## src/hw/sdram_ca_defines.svh

```systemverilog
`ifndef SDRAM_CA_DEFINES_SVH
`define SDRAM_CA_DEFINES_SVH

// =====================================================================
// Command codes on {row strobe, column strobe, write enable}
`define CA_CODE_MRS 3'h0
`define CA_CODE_REF 3'h1
`define CA_CODE_PRE 3'h2
`define CA_CODE_WR 3'h4
`define CA_CODE_RD 3'h5
`define CA_CODE_ZQ 3'h6
`define CA_CODE_NOP 3'h7

// =====================================================================
// Mode register selection and field layout
`define CA_MR1_SEL 3'h1
`define CA_RTT_LSB 8
`define CA_RTT_W 3
`define CA_TDQS_BIT 11
`define CA_AUTO_CLOSE_BIT 10
`define CA_BURST_CHOP_BIT 12

// =====================================================================
// Bank tracking
`define CA_IDX_W 4
`define CA_NBANK 16
`define CA_AUTO_CLOSE_CYC 3'h4

`endif

```

## src/hw/ca_decode_pkg.sv

```systemverilog
package ca_decode_pkg;

    // =================================================================
    // Decoded commands
    typedef enum logic [3:0] {
        CMD_NONE, CMD_MRS, CMD_REF, CMD_PRE, CMD_ACT,
        CMD_WR, CMD_RD, CMD_ZQ, CMD_NOP, CMD_RSVD
    } cmd_t;

    // =================================================================
    // Clock-gating power states
    typedef enum logic [1:0] {
        PWR_ACTIVE, PWR_PRE_PD, PWR_ACT_PD, PWR_SELF_REF
    } pwr_t;

endpackage

```

## src/hw/bank_if.sv

```systemverilog
`timescale 1ns/1ps
`include "sdram_ca_defines.svh"

// =====================================================================
// Open-row bookkeeping between decoder and bank tracker
interface bank_if;
    logic act_ev;
    logic pre_ev;
    logic pre_all;
    logic sched_ev;
    logic [`CA_IDX_W-1:0] idx;
    logic all_idle;
    logic [`CA_NBANK-1:0] open_mask;

    modport ctrl (output act_ev, output pre_ev, output pre_all, output sched_ev,
                  output idx, input all_idle, input open_mask);
    modport trk (input act_ev, input pre_ev, input pre_all, input sched_ev,
                 input idx, output all_idle, output open_mask);
endinterface

```

## src/hw/bank_tracker.sv

```systemverilog
`timescale 1ns/1ps
`include "sdram_ca_defines.svh"

// =====================================================================
// Per-bank open-row flags with delayed auto-close
module bank_tracker #(
    parameter int NBANK = `CA_NBANK
) (
    input wire logic clk,
    input wire logic nrst,
    bank_if.trk b
);
    genvar g;

    generate
        for (g = 0; g < NBANK; g++) begin : g_bank
            logic open_r;
            logic [2:0] cnt_r;
            wire hit = (b.idx == `CA_IDX_W'(g));
            wire close_now = (b.pre_ev & (b.pre_all | hit)) | (cnt_r == 3'h1);

            // Activate wins over any pending close of the same bank
            always_ff @(posedge clk) begin
                if (!nrst) begin
                    open_r <= 1'b0;
                    cnt_r <= 3'h0;
                end else if (b.act_ev & hit) begin
                    open_r <= 1'b1;
                    cnt_r <= 3'h0;
                end else begin
                    if (close_now) begin
                        open_r <= 1'b0;
                    end
                    if (b.sched_ev & hit) begin
                        cnt_r <= `CA_AUTO_CLOSE_CYC;
                    end else if (cnt_r != 3'h0) begin
                        cnt_r <= cnt_r - 3'h1;
                    end
                end
            end

            assign b.open_mask[g] = open_r;
        end
    endgenerate

    // Idle when no row is open anywhere
    assign b.all_idle = ~|b.open_mask;

endmodule // bank_tracker

```

## src/hw/sdram_cmd_addr_input_decode.sv

```systemverilog
`timescale 1ns/1ps
`include "sdram_ca_defines.svh"

// How it works
// [RQ1] Sample all inputs on rising clock edge
// [RQ2] Clock gate high runs clocks, low stops
// [RQ3] Gate low: idle banks precharge down, else active
// [RQ4] Self-refresh exit seen without clock edge
// [RQ5] Controller keeps gate high during accesses
// [RQ6] Power-down keeps clock, termination, gate buffers
// [RQ7] Self refresh keeps only gate buffer
// [RQ8] Rank select high masks every command
// [RQ9] Termination request applies nominal termination
// [RQ10] Nominal termination disabled ignores the request
// [RQ11] Bank inputs pick bank or mode register
// [RQ12] Group inputs pick group; x16 one bit
// [RQ13] Activate takes mux pins as row 16-14
// [RQ14] Activate high: mux pins form command code
// [RQ15] Bit 10 schedules auto-close on access
// [RQ16] Precharge bit 10 closes one or all
// [RQ17] Bit 12 high full burst, low chopped
// [RQ18] Address is row, column or opcode
// [RQ19] Row bits 0-16, column bits 0-9
// [RQ20] Command encoding follows standard truth table
module sdram_cmd_addr_input_decode
    import ca_decode_pkg::*;
#(
    parameter bit X16 = 1'b0,
    parameter int ADDR_W = 14
) (
    input wire logic clk,
    input wire logic nrst,
    input wire logic clk_en,
    input wire logic cs_n,
    input wire logic activate_n,
    input wire logic row_strobe_or_row_bit16,
    input wire logic col_strobe_or_row_bit15,
    input wire logic write_en_or_row_bit14,
    input wire logic [ADDR_W-1:0] address_bus,
    input wire logic [1:0] bank_addr,
    input wire logic [1:0] bank_group_addr,
    input wire logic termination_request,
    output logic cmd_valid,
    output cmd_t cmd,
    output logic [1:0] bank_sel,
    output logic [1:0] group_sel,
    output logic [16:0] row_addr,
    output logic [9:0] col_addr,
    output logic [ADDR_W-1:0] mode_opcode,
    output logic [2:0] mode_reg_sel,
    output logic auto_close,
    output logic full_burst,
    output logic close_all,
    output pwr_t power_state,
    output logic clocks_running,
    output logic out_drv_en,
    output logic cmd_buf_en,
    output logic clk_buf_en,
    output logic odt_buf_en,
    output logic cke_buf_en,
    output logic nominal_termination,
    output logic term_tdqs_en
);

    // =================================================================
    // State
    logic cmd_valid_r;
    cmd_t cmd_r;
    logic [1:0] bank_r;
    logic [1:0] group_r;
    logic [16:0] row_r;
    logic [9:0] col_r;
    logic [ADDR_W-1:0] opcode_r;
    logic [2:0] mr_sel_r;
    logic auto_close_r;
    logic full_burst_r;
    logic close_all_r;
    pwr_t pwr_r;
    pwr_t pwr_nxt;
    logic [`CA_RTT_W-1:0] nominal_termination_r;
    logic tdqs_on_r;
    logic nom_term_r;

    bank_if bif ();

    bank_tracker #(
        .NBANK(`CA_NBANK)
    ) u_banks (
        .clk(clk),
        .nrst(nrst),
        .b(bif)
    );

    // =================================================================
    // Input decode
    wire [2:0] code = {row_strobe_or_row_bit16, col_strobe_or_row_bit15,
                       write_en_or_row_bit14};
    wire auto_close_bit = address_bus[`CA_AUTO_CLOSE_BIT];
    wire burst_chop_bit = address_bus[`CA_BURST_CHOP_BIT];
    wire awake = (pwr_r == PWR_ACTIVE) & clk_en;               // RQ6
    wire sel = awake & ~cs_n;                                    // RQ8
    wire is_act = sel & ~activate_n;                             // RQ13
    wire is_cmd = sel & activate_n;                              // RQ14
    wire [1:0] grp = X16 ? {1'b0, bank_group_addr[0]} : bank_group_addr; // RQ12
    wire [2:0] mr_sel = {bank_group_addr[0], bank_addr};         // RQ11
    wire sr_req = ~cs_n & activate_n & (code == `CA_CODE_REF);

    // Command code table
    wire cmd_t dec_cmd = is_act ? CMD_ACT :                      // RQ20
                         !is_cmd ? CMD_NONE :
                         (code == `CA_CODE_MRS) ? CMD_MRS :
                         (code == `CA_CODE_REF) ? CMD_REF :
                         (code == `CA_CODE_PRE) ? CMD_PRE :
                         (code == `CA_CODE_WR) ? CMD_WR :
                         (code == `CA_CODE_RD) ? CMD_RD :
                         (code == `CA_CODE_ZQ) ? CMD_ZQ :
                         (code == `CA_CODE_NOP) ? CMD_NOP : CMD_RSVD;
    wire is_access = (dec_cmd == CMD_RD) | (dec_cmd == CMD_WR);
    wire is_mr1 = (dec_cmd == CMD_MRS) & (mr_sel == `CA_MR1_SEL);

    // Bank tracker events
    assign bif.act_ev = is_act;
    assign bif.pre_ev = (dec_cmd == CMD_PRE);
    assign bif.pre_all = auto_close_bit;                         // RQ16
    assign bif.sched_ev = is_access & auto_close_bit;            // RQ15
    assign bif.idx = {grp, bank_addr};                           // RQ11

    // =================================================================
    // Command and address capture on the crossing edge
    always_ff @(posedge clk) begin                               // RQ1
        if (!nrst) begin
            cmd_valid_r <= 1'b0;
            cmd_r <= CMD_NONE;
        end else begin
            cmd_valid_r <= sel;
            cmd_r <= dec_cmd;
        end
    end

    // Field capture, qualified by a live command
    always_ff @(posedge clk) begin                               // RQ18
        if (!nrst) begin
            bank_r <= 2'h0;
            group_r <= 2'h0;
            row_r <= 17'h00000;
            col_r <= 10'h000;
            opcode_r <= '0;
            mr_sel_r <= 3'h0;
            auto_close_r <= 1'b0;
            full_burst_r <= 1'b0;
            close_all_r <= 1'b0;
        end else if (sel) begin
            bank_r <= bank_addr;
            group_r <= grp;
            row_r <= {code, address_bus[13:0]};                  // RQ19
            col_r <= address_bus[9:0];                           // RQ19
            opcode_r <= address_bus;
            mr_sel_r <= mr_sel;
            auto_close_r <= is_access & auto_close_bit;          // RQ15
            full_burst_r <= is_access & burst_chop_bit;          // RQ17
            close_all_r <= (dec_cmd == CMD_PRE) & auto_close_bit; // RQ16
        end
    end

    // =================================================================
    // Nominal termination mode held from writes to mode register one
    always_ff @(posedge clk) begin
        if (!nrst) begin
            nominal_termination_r <= '0;
            tdqs_on_r <= 1'b0;
        end else if (is_mr1) begin
            nominal_termination_r <= address_bus[`CA_RTT_LSB +: `CA_RTT_W];
            tdqs_on_r <= address_bus[`CA_TDQS_BIT];
        end
    end

    // Termination request, dropped while disabled or in self refresh
    wire nom_en = (nominal_termination_r != '0);
    wire term_req = termination_request & nom_en & odt_buf_en;   // RQ10

    always_ff @(posedge clk) begin                               // RQ9
        if (!nrst) begin
            nom_term_r <= 1'b0;
        end else begin
            nom_term_r <= term_req;
        end
    end

    // =================================================================
    // Power state from the clock-gating input
    always_comb begin
        pwr_nxt = pwr_r;
        unique case (pwr_r)
            PWR_ACTIVE: begin
                if (!clk_en) begin                               // RQ3
                    if (bif.all_idle & sr_req) begin
                        pwr_nxt = PWR_SELF_REF;
                    end else if (bif.all_idle) begin
                        pwr_nxt = PWR_PRE_PD;
                    end else begin
                        pwr_nxt = PWR_ACT_PD;
                    end
                end
            end
            PWR_PRE_PD, PWR_ACT_PD, PWR_SELF_REF: begin
                if (clk_en) begin
                    pwr_nxt = PWR_ACTIVE;
                end
            end
        endcase
    end

    always_ff @(posedge clk) begin
        if (!nrst) begin
            pwr_r <= PWR_ACTIVE;
        end else begin
            pwr_r <= pwr_nxt;
        end
    end

    // =================================================================
    // Clock, buffer and driver enables
    assign clocks_running = clk_en;                              // RQ2 RQ4
    assign out_drv_en = clk_en & (pwr_r == PWR_ACTIVE);          // RQ2
    assign cmd_buf_en = (pwr_r == PWR_ACTIVE);                   // RQ6 RQ7
    assign clk_buf_en = (pwr_r != PWR_SELF_REF);                 // RQ7
    assign odt_buf_en = (pwr_r != PWR_SELF_REF);                 // RQ7
    assign cke_buf_en = 1'b1;

    // =================================================================
    // Outputs
    assign cmd_valid = cmd_valid_r;
    assign cmd = cmd_r;
    assign bank_sel = bank_r;
    assign group_sel = group_r;
    assign row_addr = row_r;
    assign col_addr = col_r;
    assign mode_opcode = opcode_r;
    assign mode_reg_sel = mr_sel_r;
    assign auto_close = auto_close_r;
    assign full_burst = full_burst_r;
    assign close_all = close_all_r;
    assign power_state = pwr_r;
    assign nominal_termination = nom_term_r;
    assign term_tdqs_en = nom_term_r & tdqs_on_r & ~X16;         // RQ9
endmodule // sdram_cmd_addr_input_decode

```

## config.mk

```make
export PLATFORM = sky130hd
export DESIGN_NAME = sdram_cmd_addr_input_decode
export DESIGN_NICKNAME = d
export VERILOG_FILES = /design/src/hw/ca_decode_pkg.sv /design/src/hw/bank_if.sv /design/src/hw/bank_tracker.sv /design/src/hw/sdram_cmd_addr_input_decode.sv
export VERILOG_INCLUDE_DIRS = /design/src /design/src/hw
export SDC_FILE = /design/constraint.sdc
export NUM_CORES = 1
export LEC_CHECK = 0
export ABC_AREA = 1
export BUFFER_PORTS_ARGS = -buffer_cell sky130_fd_sc_hd__buf_4
export CAP_MARGIN = 20
export CORE_UTILIZATION = 55
export DETAILED_ROUTE_END_ITERATION = 7
export PLACE_DENSITY = 0.79
export SYNTH_ARGS = -nofsm -noshare
export SYNTH_HDL_FRONTEND = slang
export SYNTH_SLANG_ARGS = --single-unit
```

## constraint.sdc

```tcl
create_clock -name clk -period 3.7 [get_ports clk]
set_input_delay 0.37 -clock clk [delete_from_list [all_inputs] [get_ports clk]]
set_output_delay 0.37 -clock clk [all_outputs]
set_load 0.03 [all_outputs]
```

==> results.json, run 1 <==
{
  "status": "finished clean",
  "wirelength_mm": 12.0,
  "cts_max_level": 3,
  "path_buf_inv": 0,
  "setup_viol": 0,
  "post_cts_resized": 0,
  "ir_drop_v": 0.000351,
  "syn_nets": 842,
  "cts_hold_buffers": 0,
  "final_max_slew_viol_count": 0,
  "crit_path_frequent_cell": "nor2_1",
  "synthDistinctLibCells": 32,
  "p_per_area_nw_per_um2": 583,
  "drt_iter0_drc": 290,
  "cts_tree": "built",
  "insertion_delay_ns": 0.37,
  "core_area_sq_um": 9820,
  "synth_area_per_cell_sq_um": 7.32,
  "path_class": "flip-flop to flip-flop",
  "hold_start": "address_bus[4]",
  "cp-startpoint": "power_state[1]",
  "cp_slowest_stage_delay_ns": 0.51,
  "synthFlopType": "dfxtp_1",
  "die_x_um": 103,
  "critPathCaptureType": "flip-flop",
  "first_pass_iters": 5,
  "synth_seq_cells": 100,
  "critPathMaxFanout": 33,
  "fp-row-count": 36,
  "grt_antenna_before_repair": 0,
  "tns_ns": 0,
  "wl_per_cell_um": 12.5,
  "viasPerCell": 5.00,
  "ys_seq_area_share_pct": 35.9,
  "final_core_util_pct": 64.3,
  "pre_cts_ws_ns": 1.50,
  "tightest_slew_ns": 0.676,
  "drc_errors": 0,
  "grt_pass1_wl_mm": 19.8,
  "gp_congestion": 0.800,
  "cp_slowest_cell": "nand2_1",
  "crit_required_ns": 3.96,
  "hold_viol_final": 0,
  "clock_sinks": 100,
  "critPathLaunchType": "flip-flop",
  "gr-usage-all-layers_pct": 23.9,
  "initial_core_util_pct": 56.9,
  "worstPathArrival_ns": 2.41,
  "async_reset_ff_share_pct": 0,
  "fmaxAchievable_mhz": 465,
  "rsz0062_at_grt": "no",
  "post_cts_buffers": 0,
  "cp_cell_sequence": "nor2_4 -> nand2_4 -> nor2_8 -> nand2_1 -> nor2_1 -> nor2_1 -> nand2_1 -> nor2_1",
  "reg2reg_from": "power_state[1]",
  "syn_inst": 763,
  "max-cap-violations": 0,
  "hold_slack_ns": 0.214,
  "maxSlewHeadroom_pct": 54.8,
  "vias": 4776,
  "syn_to_final_growth_pct": 13.0,
  "min_period_ns": 2.15,
  "port_buffers": 91,
  "fin_ws_ns": 1.55,
  "final_antenna_net_count": 0,
  "yosys_warnings": 0,
  "timing.final.crit_share_pct": 58.1,
  "syn-cell-area_sq_um": 5580,
  "cts_buffers": 9,
  "die_y_um": 103,
  "gr-total-overflow": 0,
  "total_power_mw": 3.68,
  "finalClockSkew_ns": 0.0132,
  "diodes": 0,
  "p_leak_nw": 3.06,
  "fin_nets": 897,
  "clk_path_buf_depth": 2,
  "cts_root_buf": "clkbuf_8",
  "synth-edff-count": 0,
  "io_pins": 93,
  "first_global_vias": 4450,
  "hpwl_mm": 8.85,
  "dieArea_sq_um": 10600,
  "clkTransAtPathRegs_ns": 0.11,
  "hold_path.class": "input port to flip-flop",
  "drive_gt1_share_pct": 16.3,
  "grt_max_degree": 37,
  "worst_path_dominant_cell_family": "simple AND/OR/NAND/NOR gates"
}
==> power breakdown <==
part | internal, mW | total [mW] | switching [mW]
sequential | 1.33 | 1.47 | 0.141
combinational | 0.617 | 1.54 | 0.928
clock | 0.254 | 0.665 | 0.411
==> path summary, 6_finish.rpt <==
kind                                               endpoint  slack [ns]  depth (start not counted)
worst max-delay path            u_banks.g_bank[12].cnt_r[0]        1.55                          8
worst min-delay path                            row_addr[4]        0.21                          3
worst max register to register  u_banks.g_bank[12].cnt_r[0]        1.55                          8
worst min register to register                 row_addr[16]        0.47                          2
==> tightest hold or removal path, stage by stage <==
cell and delay, ns:
buf_4 0.08, nor2_1 0.03, nor2_1 0.08
==> cell families after synthesis <==
group                      synth area share [%]
buffers and inverters                      13.8
other                                    0.0672
adders and majority gates                  11.7
AOI/OAI and AO/OA                          11.9
and+or+nand+nor                            24.1
xor gates and xnor gates                   2.67
DFF                                        35.9
==> state kept, by name, indices dropped and copies added (netlist names) <==
name and cells:
mode_reg_sel 1, row_addr 17, nominal_termination_r 3, u_banks.g_bank.cnt_r 48, nominal_termination 1, group_sel 2
close_all 1, power_state 2, full_burst 1, u_banks.g_bank.open_r 16, cmd_valid 1, tdqs_on_r 1
cmd 4, bank_sel 1, auto_close 1
==> routing by layer <==
metal | routed length, um | share of wire, % | track usage (%) | vias up
li1 | - | - | - | 2451
met5 | 0 | 0 | 0 | -
met1 | 5220 | 44 | 30.0 | 2167
met3 | 819 | 6.9 | 4.61 | 14
met2 | 5750 | 48 | 41.0 | 144
met4 | 161 | 1.3 | 8.13 | 0
==> stage by stage <==
| stage | std cells | area (sq um) |
|---|---|---|
| 2_1_floorplan | 763 | 5580 |
| 3_3_place_gp | 940 | 6130 |
| 3_5_place_dp | 940 | 6130 |
| 4_1_cts | 956 | 6310 |
| 5_1_grt | 956 | 6310 |
| 6_report | 956 | 6310 |
==> layout by cell type, fill, tap and decap left out, types with 2 or more instances in the layout <==
cell type     n
nor4_1        2
clkbuf_8      9
inv_6         2
dfxtp_1     100
nor2_1      130
nand2_1     109
nand3_1      16
or2_2        12
nand4_1      17
inv_1       121
buf_4        92
xor2_1       17
a21oi_1      56
nor2_4        3
nand4_2       2
o21ai_0      51
clkinvlp_4    2
ha_1         52
nor2_8        2
a21boi_0     13
nor3_1        3
==> layout make-up <==
cell class | count | area [sq um]
fill | 861 | 3510
timing repair buffer | 92 | 691
tap | 133 | 166
clock inverter | 7 | 57.6
inverter | 122 | 458
multi-input combinational | 493 | 2810
sequential | 100 | 2000
clock buffer | 9 | 124
==> Yosys cell counts, types with 12 or more instances <==
library cell / count / area, sq um
or2_2: 12 / 75.1
clkbuf_1: 12 / 45.0
o21ai_0: 51 / 255
nand2_1: 109 / 409
nor2_1: 130 / 488
inv_1: 121 / 454
a21boi_0: 13 / 97.6
nand3_1: 16 / 80.1
buf_4: 30 / 225
xor2_1: 17 / 149
a21oi_1: 56 / 280
dfxtp_1: 100 / 2000
ha_1: 52 / 651
nand4_1: 17 / 106
No activity file was read; power rests on OpenSTA's default activity.
==> run 2: changes to the inputs <==
==> constraint.sdc (replaced) <==
create_clock -name clk -period 2.2 [get_ports clk]
set_input_delay 0.22 -clock clk [delete_from_list [all_inputs] [get_ports clk]]
set_output_delay 0.22 -clock clk [all_outputs]
set_load 0.03 [all_outputs]
==> run 2 against run 1 <==
Clock-buffer cell count up 1. Clock skew up 0.0049 ns. Combinational power rose by 69%. Critical path depth down 2. First-iteration DRC count shrank 38%. Via count is 1.3% higher. Worst hold slack got worse by 0.15 ns. Largest cell class unchanged.
==> results.json, run 2 (synthesis gave the netlist of run 1 again) <==
{
  "p_leak_nw": 3.11,
  "die_x_um": 103,
  "p_comb_share_pct": 40.6,
  "gp_congestion": 0.770,
  "final_cell_mix": "130 x nor2_1, 121 x inv_1, 109 x nand2_1, 100 x dfxtp_1, 96 x buf_4",
  "dpl_cell_area_sq_um": 6160,
  "post_cts_resized": 0,
  "status": "finished clean",
  "hold_viol_final": 0,
  "initial_core_util_pct": 56.9,
  "grt_max_degree": 38,
  "wl_per_cell_um": 12.5,
  "fmaxAchievable_mhz": 543,
  "diodes": 0,
  "die_y_um": 103,
  "clk_path_buf_depth": 2,
  "cts_root_buf": "clkbuf_8",
  "post_cts_buffers": 0,
  "clock_sinks": 100,
  "grt_pass1_wl_mm": 20.2,
  "gr-usage-all-layers_pct": 24.5,
  "rsz0062_at_grt": "no",
  "fin_nets": 901,
  "dieArea_sq_um": 10600,
  "hpwl_mm": 8.89,
  "wirelength_mm": 12.0,
  "first_pass_iters": 5,
  "gr-total-overflow": 0,
  "core_area_sq_um": 9820,
  "cts_buffers": 9,
  "layout_commonest_cell": "nor2_1",
  "pwr-share-seq_pct": 38.4,
  "final_core_util_pct": 65.1,
  "tightest_slew_ns": 0.523,
  "critPathMaxFanout": 16,
  "p_int_mw": 3.96,
  "vias": 4838,
  "final_antenna_net_count": 0,
  "worstPathArrival_ns": 2.09,
  "cts_tree": "built",
  "dp_cells": 944,
  "cts_max_level": 3,
  "critPathCaptureType": "flip-flop",
  "p_per_area_nw_per_um2": 1000,
  "insertion_delay_ns": 0.38,
  "drive_gt1_share_pct": 16.7,
  "max-cap-violations": 0,
  "drc_errors": 0,
  "ir_drop_v": 0.000590,
  "first_global_vias": 4634,
  "grt_antenna_before_repair": 0,
  "drt_iter0_drc": 180,
  "critPathLaunchType": "flip-flop",
  "path_class": "flip-flop to flip-flop",
  "io_pins": 93,
  "port_buffers": 91,
  "syn_to_final_growth_pct": 14.4,
  "p_sw_share_pct": 38.1,
  "crit_required_ns": 2.45,
  "maxSlewHeadroom_pct": 65.0,
  "clockPowerShare_pct": 21.0,
  "top_register": "u_banks.g_bank.cnt_r",
  "clkTransAtPathRegs_ns": 0.11,
  "largest_register_ffs": 48,
  "total_power_mw": 6.41,
  "final_cells": 960,
  "fp-row-count": 36,
  "min_period_ns": 1.84,
  "hold_path.class": "input port to flip-flop",
  "finalClockSkew_ns": 0.0181,
  "power.switching_mw": 2.44,
  "cts_hold_buffers": 0,
  "viasPerCell": 5.04,
  "setup_viol": 0,
  "timing.final.crit_share_pct": 83.8,
  "tns_ns": 0,
  "final_max_slew_viol_count": 0,
  "fin_area_sq_um": 6390
}
[run 2: cell count changes in the layout (fill, tap and decap cells not counted)]
cell | before | now
buf_4 | 92 | 96
bufinv_16 | 0 | 2
clkbuf_8 | 9 | 10
clkinv_4 | 1 | 0
clkinvlp_4 | 2 | 0
inv_6 | 2 | 3
inv_8 | 1 | 0
[run 2: worst paths after layout]
check	from	end	slack (ns)	cells past startpoint
setup / recovery	power_state[1]	u_banks.g_bank[9].open_r	0.36	6
hold / removal	address_bus[0]	row_addr[0]	0.06	3
setup reg to reg	power_state[1]	u_banks.g_bank[9].open_r	0.36	6
hold reg to reg	auto_close	auto_close	0.48	2
[run 2: area by class of cell]
| cell class | instances | area, sq um |
|---|---|---|
| Clock buffer | 10 | 138 |
| Clock inverter | 6 | 91.3 |
| Fill cell | 829 | 3430 |
| Inverter | 122 | 458 |
| Multi-Input combinational cell | 493 | 2810 |
| Sequential cell | 100 | 2000 |
| Tap cell | 133 | 166 |
| Timing Repair Buffer | 96 | 721 |
[run 2: stage by stage]
stage	hold WS, ns	setup WS [ns]
final	0.0643	0.357
after global routing	0.0570	0.210
after CTS	0.0569	0.364
after detailed placement	0.449	0.227
after global placement	0.443	0.343
after floorplan	0.355	0.420
[run 2: worst max-delay path: stages, from the launching register on]
cell and delay (ns):
dfxtp_1 0.39, nor2_4 0.21, nand4_4 0.17, nor2_4 0.21, nand3_2 0.34, o21ai_0 0.30
a21oi_1 0.09
[run 2: per-layer routing]
metal	vias up	part of all wire, %	global-route usage [%]	wire length, um
met5	-	0	0	0
met4	0	2.0	9.32	238
met3	23	5.1	4.81	619
met2	131	50	44.6	6000
met1	2224	43	28.2	5180
li1	2460	-	-	-
[run 2: power by group through the flow]
| stage | Clock [mW] | Sequential [mW] | Combinational (mW) |
|---|---|---|---|
| 6_report | 1.35 | 2.46 | 2.60 |
| 5_1_grt | 1.43 | 2.52 | 3.02 |
| 4_1_cts | 1.37 | 2.46 | 2.62 |
| 3_5_place_dp | 0 | 2.50 | 2.59 |
| 3_3_place_gp | 0 | 2.48 | 2.40 |
| 2_1_floorplan | 0 | 2.51 | 2.01 |
==> run 3: changes to the inputs <==
==> constraint.sdc (replaced) <==
create_clock -name clk -period 1.8 [get_ports clk]
set_input_delay 0.18 -clock clk [delete_from_list [all_inputs] [get_ports clk]]
set_output_delay 0.18 -clock clk [all_outputs]
set_load 0.03 [all_outputs]
==> run 3 against run 2 <==
Critical path type unchanged. Die area did not move. Non-clock buffer count is 10 higher. Critical path depth increased by 4. Sequential power rose by 23%. Worst hold slack got worse by 0.033 ns. Critical endpoint is now u_banks.g_bank[6].cnt_r[0]. Maximum frequency rose by 8.5%. Global-route usage is 0.17 points higher. Combinational power grew 25%. Clock-buffer cell count increased by 2. Final cell count is 1.0% higher. Sequential share of layout area fell by 0.27 points. Register-to-register slack worse by 0.26 ns.
==> results.json, run 3 (synthesis gave the netlist of run 1 again) <==
{
  "p_per_area_nw_per_um2": 1170,
  "maxSlewHeadroom_pct": 65.4,
  "wirelength_mm": 12.3,
  "min_period_ns": 1.70,
  "crit_required_ns": 2.07,
  "cts_max_level": 3,
  "min_path_cells": 3,
  "grt.busiest_layer": "met2",
  "final_antenna_net_count": 0,
  "core_area_sq_um": 9820,
  "hpwl_mm": 9.26,
  "use_met2_pct": 43.5,
  "hold-path-endpoint": "row_addr[7]",
  "finalClockSkew_ns": 0.00952,
  "total_power_mw": 7.57,
  "dieArea_sq_um": 10600,
  "first_global_vias": 4503,
  "grt_antenna_before_repair": 0,
  "drc_errors": 0,
  "cts_tree": "built",
  "drive_gt1_share_pct": 17.7,
  "reg2reg_depth": 10,
  "hold_start": "address_bus[7]",
  "status": "finished clean",
  "insertion_delay_ns": 0.37,
  "fp-row-count": 36,
  "grt_pass1_wl_mm": 20.3,
  "first_pass_iters": 7,
  "clkTransAtPathRegs_ns": 0.09,
  "grt_max_degree": 38,
  "ir_drop_v": 0.000687,
  "largest_register_ffs": 48,
  "die_x_um": 103,
  "hold_viol_final": 0,
  "clk_path_buf_depth": 2,
  "die_y_um": 103,
  "setup_viol": 0,
  "multiInputGateArea_sq_um": 2820,
  "gr-total-overflow": 0,
  "final_cell_mix": "128 x nor2_1, 121 x inv_1, 109 x nand2_1, 103 x buf_4, 99 x dfxtp_1",
  "regArea_sq_um": 2000,
  "use_met1_pct": 30.5,
  "met3_usage_pct": 4.95,
  "cts_root_buf": "clkbuf_8",
  "cts_buffers": 9,
  "port_buffers": 91,
  "initial_core_util_pct": 56.9,
  "syn_to_final_growth_pct": 15.5,
  "gp_congestion": 0.898,
  "wl_per_cell_um": 12.7,
  "hold_path.class": "input port to flip-flop",
  "critPathMaxFanout": 9,
  "top_register": "u_banks.g_bank.cnt_r",
  "drt_iter0_drc": 249,
  "layout_commonest_cell": "nor2_1",
  "timing.final.crit_share_pct": 94.4,
  "nFillCells": 872,
  "vias": 4826,
  "worstPathArrival_ns": 1.97,
  "reg2reg_to": "u_banks.g_bank[6].cnt_r[0]",
  "max-cap-violations": 0,
  "path_class": "flip-flop to flip-flop",
  "clock_sinks": 100,
  "fin_nets": 911,
  "p_leak_nw": 3.14,
  "reg2reg_from": "power_state[0]",
  "fmaxAchievable_mhz": 589,
  "tns_ns": 0,
  "viasPerCell": 4.98,
  "io_pins": 93,
  "final_max_slew_viol_count": 0,
  "critPathLaunchType": "flip-flop",
  "reg2reg_slack_ns": 0.10,
  "tightest_slew_ns": 0.517,
  "rsz0062_at_grt": "no",
  "gr-usage-all-layers_pct": 24.6,
  "critPathCaptureType": "flip-flop",
  "cts_hold_buffers": 0,
  "diodes": 0
}
run 3: changes by cell type in the layout (fill, tap and decap cells not counted), moves of 2 or more:
cell / previous run / this run
clkinv_4: 0 / 3
buf_4: 96 / 103
buf_12: 0 / 3
inv_6: 3 / 1
clkbuf_1: 0 / 3
bufinv_16: 2 / 0
nor2_2: 0 / 2
nor2_1: 130 / 128
run 3: final cells by class:
cell class | instances | share of cell area, %
Multi-Input combinational cell | 493 | 43.7
Sequential cell | 100 | 31.1
Clock inverter | 4 | 0.543
Timing Repair Buffer | 106 | 12.9
Tap cell | 133 | 2.58
Clock buffer | 12 | 2.10
Inverter | 122 | 7.10
run 3: repair_timing:
action	in CTS	in global routing
setup buffers	0	1
endpoints found under the setup margin	0	21
gates resized for setup	0	3
endpoints found under the hold margin	0	0
run 3: metal layers:
| layer | vias to the layer above | wire (um) |
|---|---|---|
| li1 | 2478 | - |
| met1 | 2204 | 5440 |
| met2 | 129 | 6030 |
| met3 | 15 | 688 |
| met4 | 0 | 128 |
| met5 | - | 0 |
run 3: where the power goes:
group	internal [mW]	total, mW	switching (mW)
Clock	0.518	1.31	0.791
Combinational	1.29	3.24	1.95
Sequential	2.73	3.02	0.286
run 3: how the worst max path moves through the flow:
stage | to | cells after the start | start | slack, ns
floorplan | u_banks.g_bank[12].cnt_r[1] | 9 | power_state[1] | 0.02
finish | u_banks.g_bank[6].cnt_r[0] | 10 | power_state[0] | 0.10
global route | u_banks.g_bank[1].cnt_r[0] | 10 | power_state[0] | 0.01
detailed placement | u_banks.g_bank[6].cnt_r[0] | 10 | col_strobe_or_row_bit15 | 0.01
CTS | u_banks.g_bank[6].cnt_r[0] | 10 | power_state[0] | 0.09
global placement | u_banks.g_bank[6].cnt_r[1] | 10 | col_strobe_or_row_bit15 | 0.07
run 3: metrics by stage:
step                      std cells  hold slack, ns  util, %  worst slack, ns  cell area (sq um)
after floorplan                 763           0.315        -           0.0197               5580
after global placement          953           0.403     63.8           0.0732               6260
after detailed placement        953           0.410     63.8          0.00959               6260
after CTS                       969          0.0205     65.5           0.0916               6430
after global routing            970          0.0272     65.7           0.0108               6450
final                           970          0.0310     65.7            0.101               6450
run 3: critical path, stage by stage, from the launching register on:
cell,delay [ns]
dfxtp_2,0.37
nor2_4,0.18
nand2_4,0.11
nor2_8,0.12
buf_4,0.17
nand2_1,0.08
buf_4,0.18
nor2_1,0.16
nor2_1,0.08
nand2_1,0.10
nor2_1,0.04
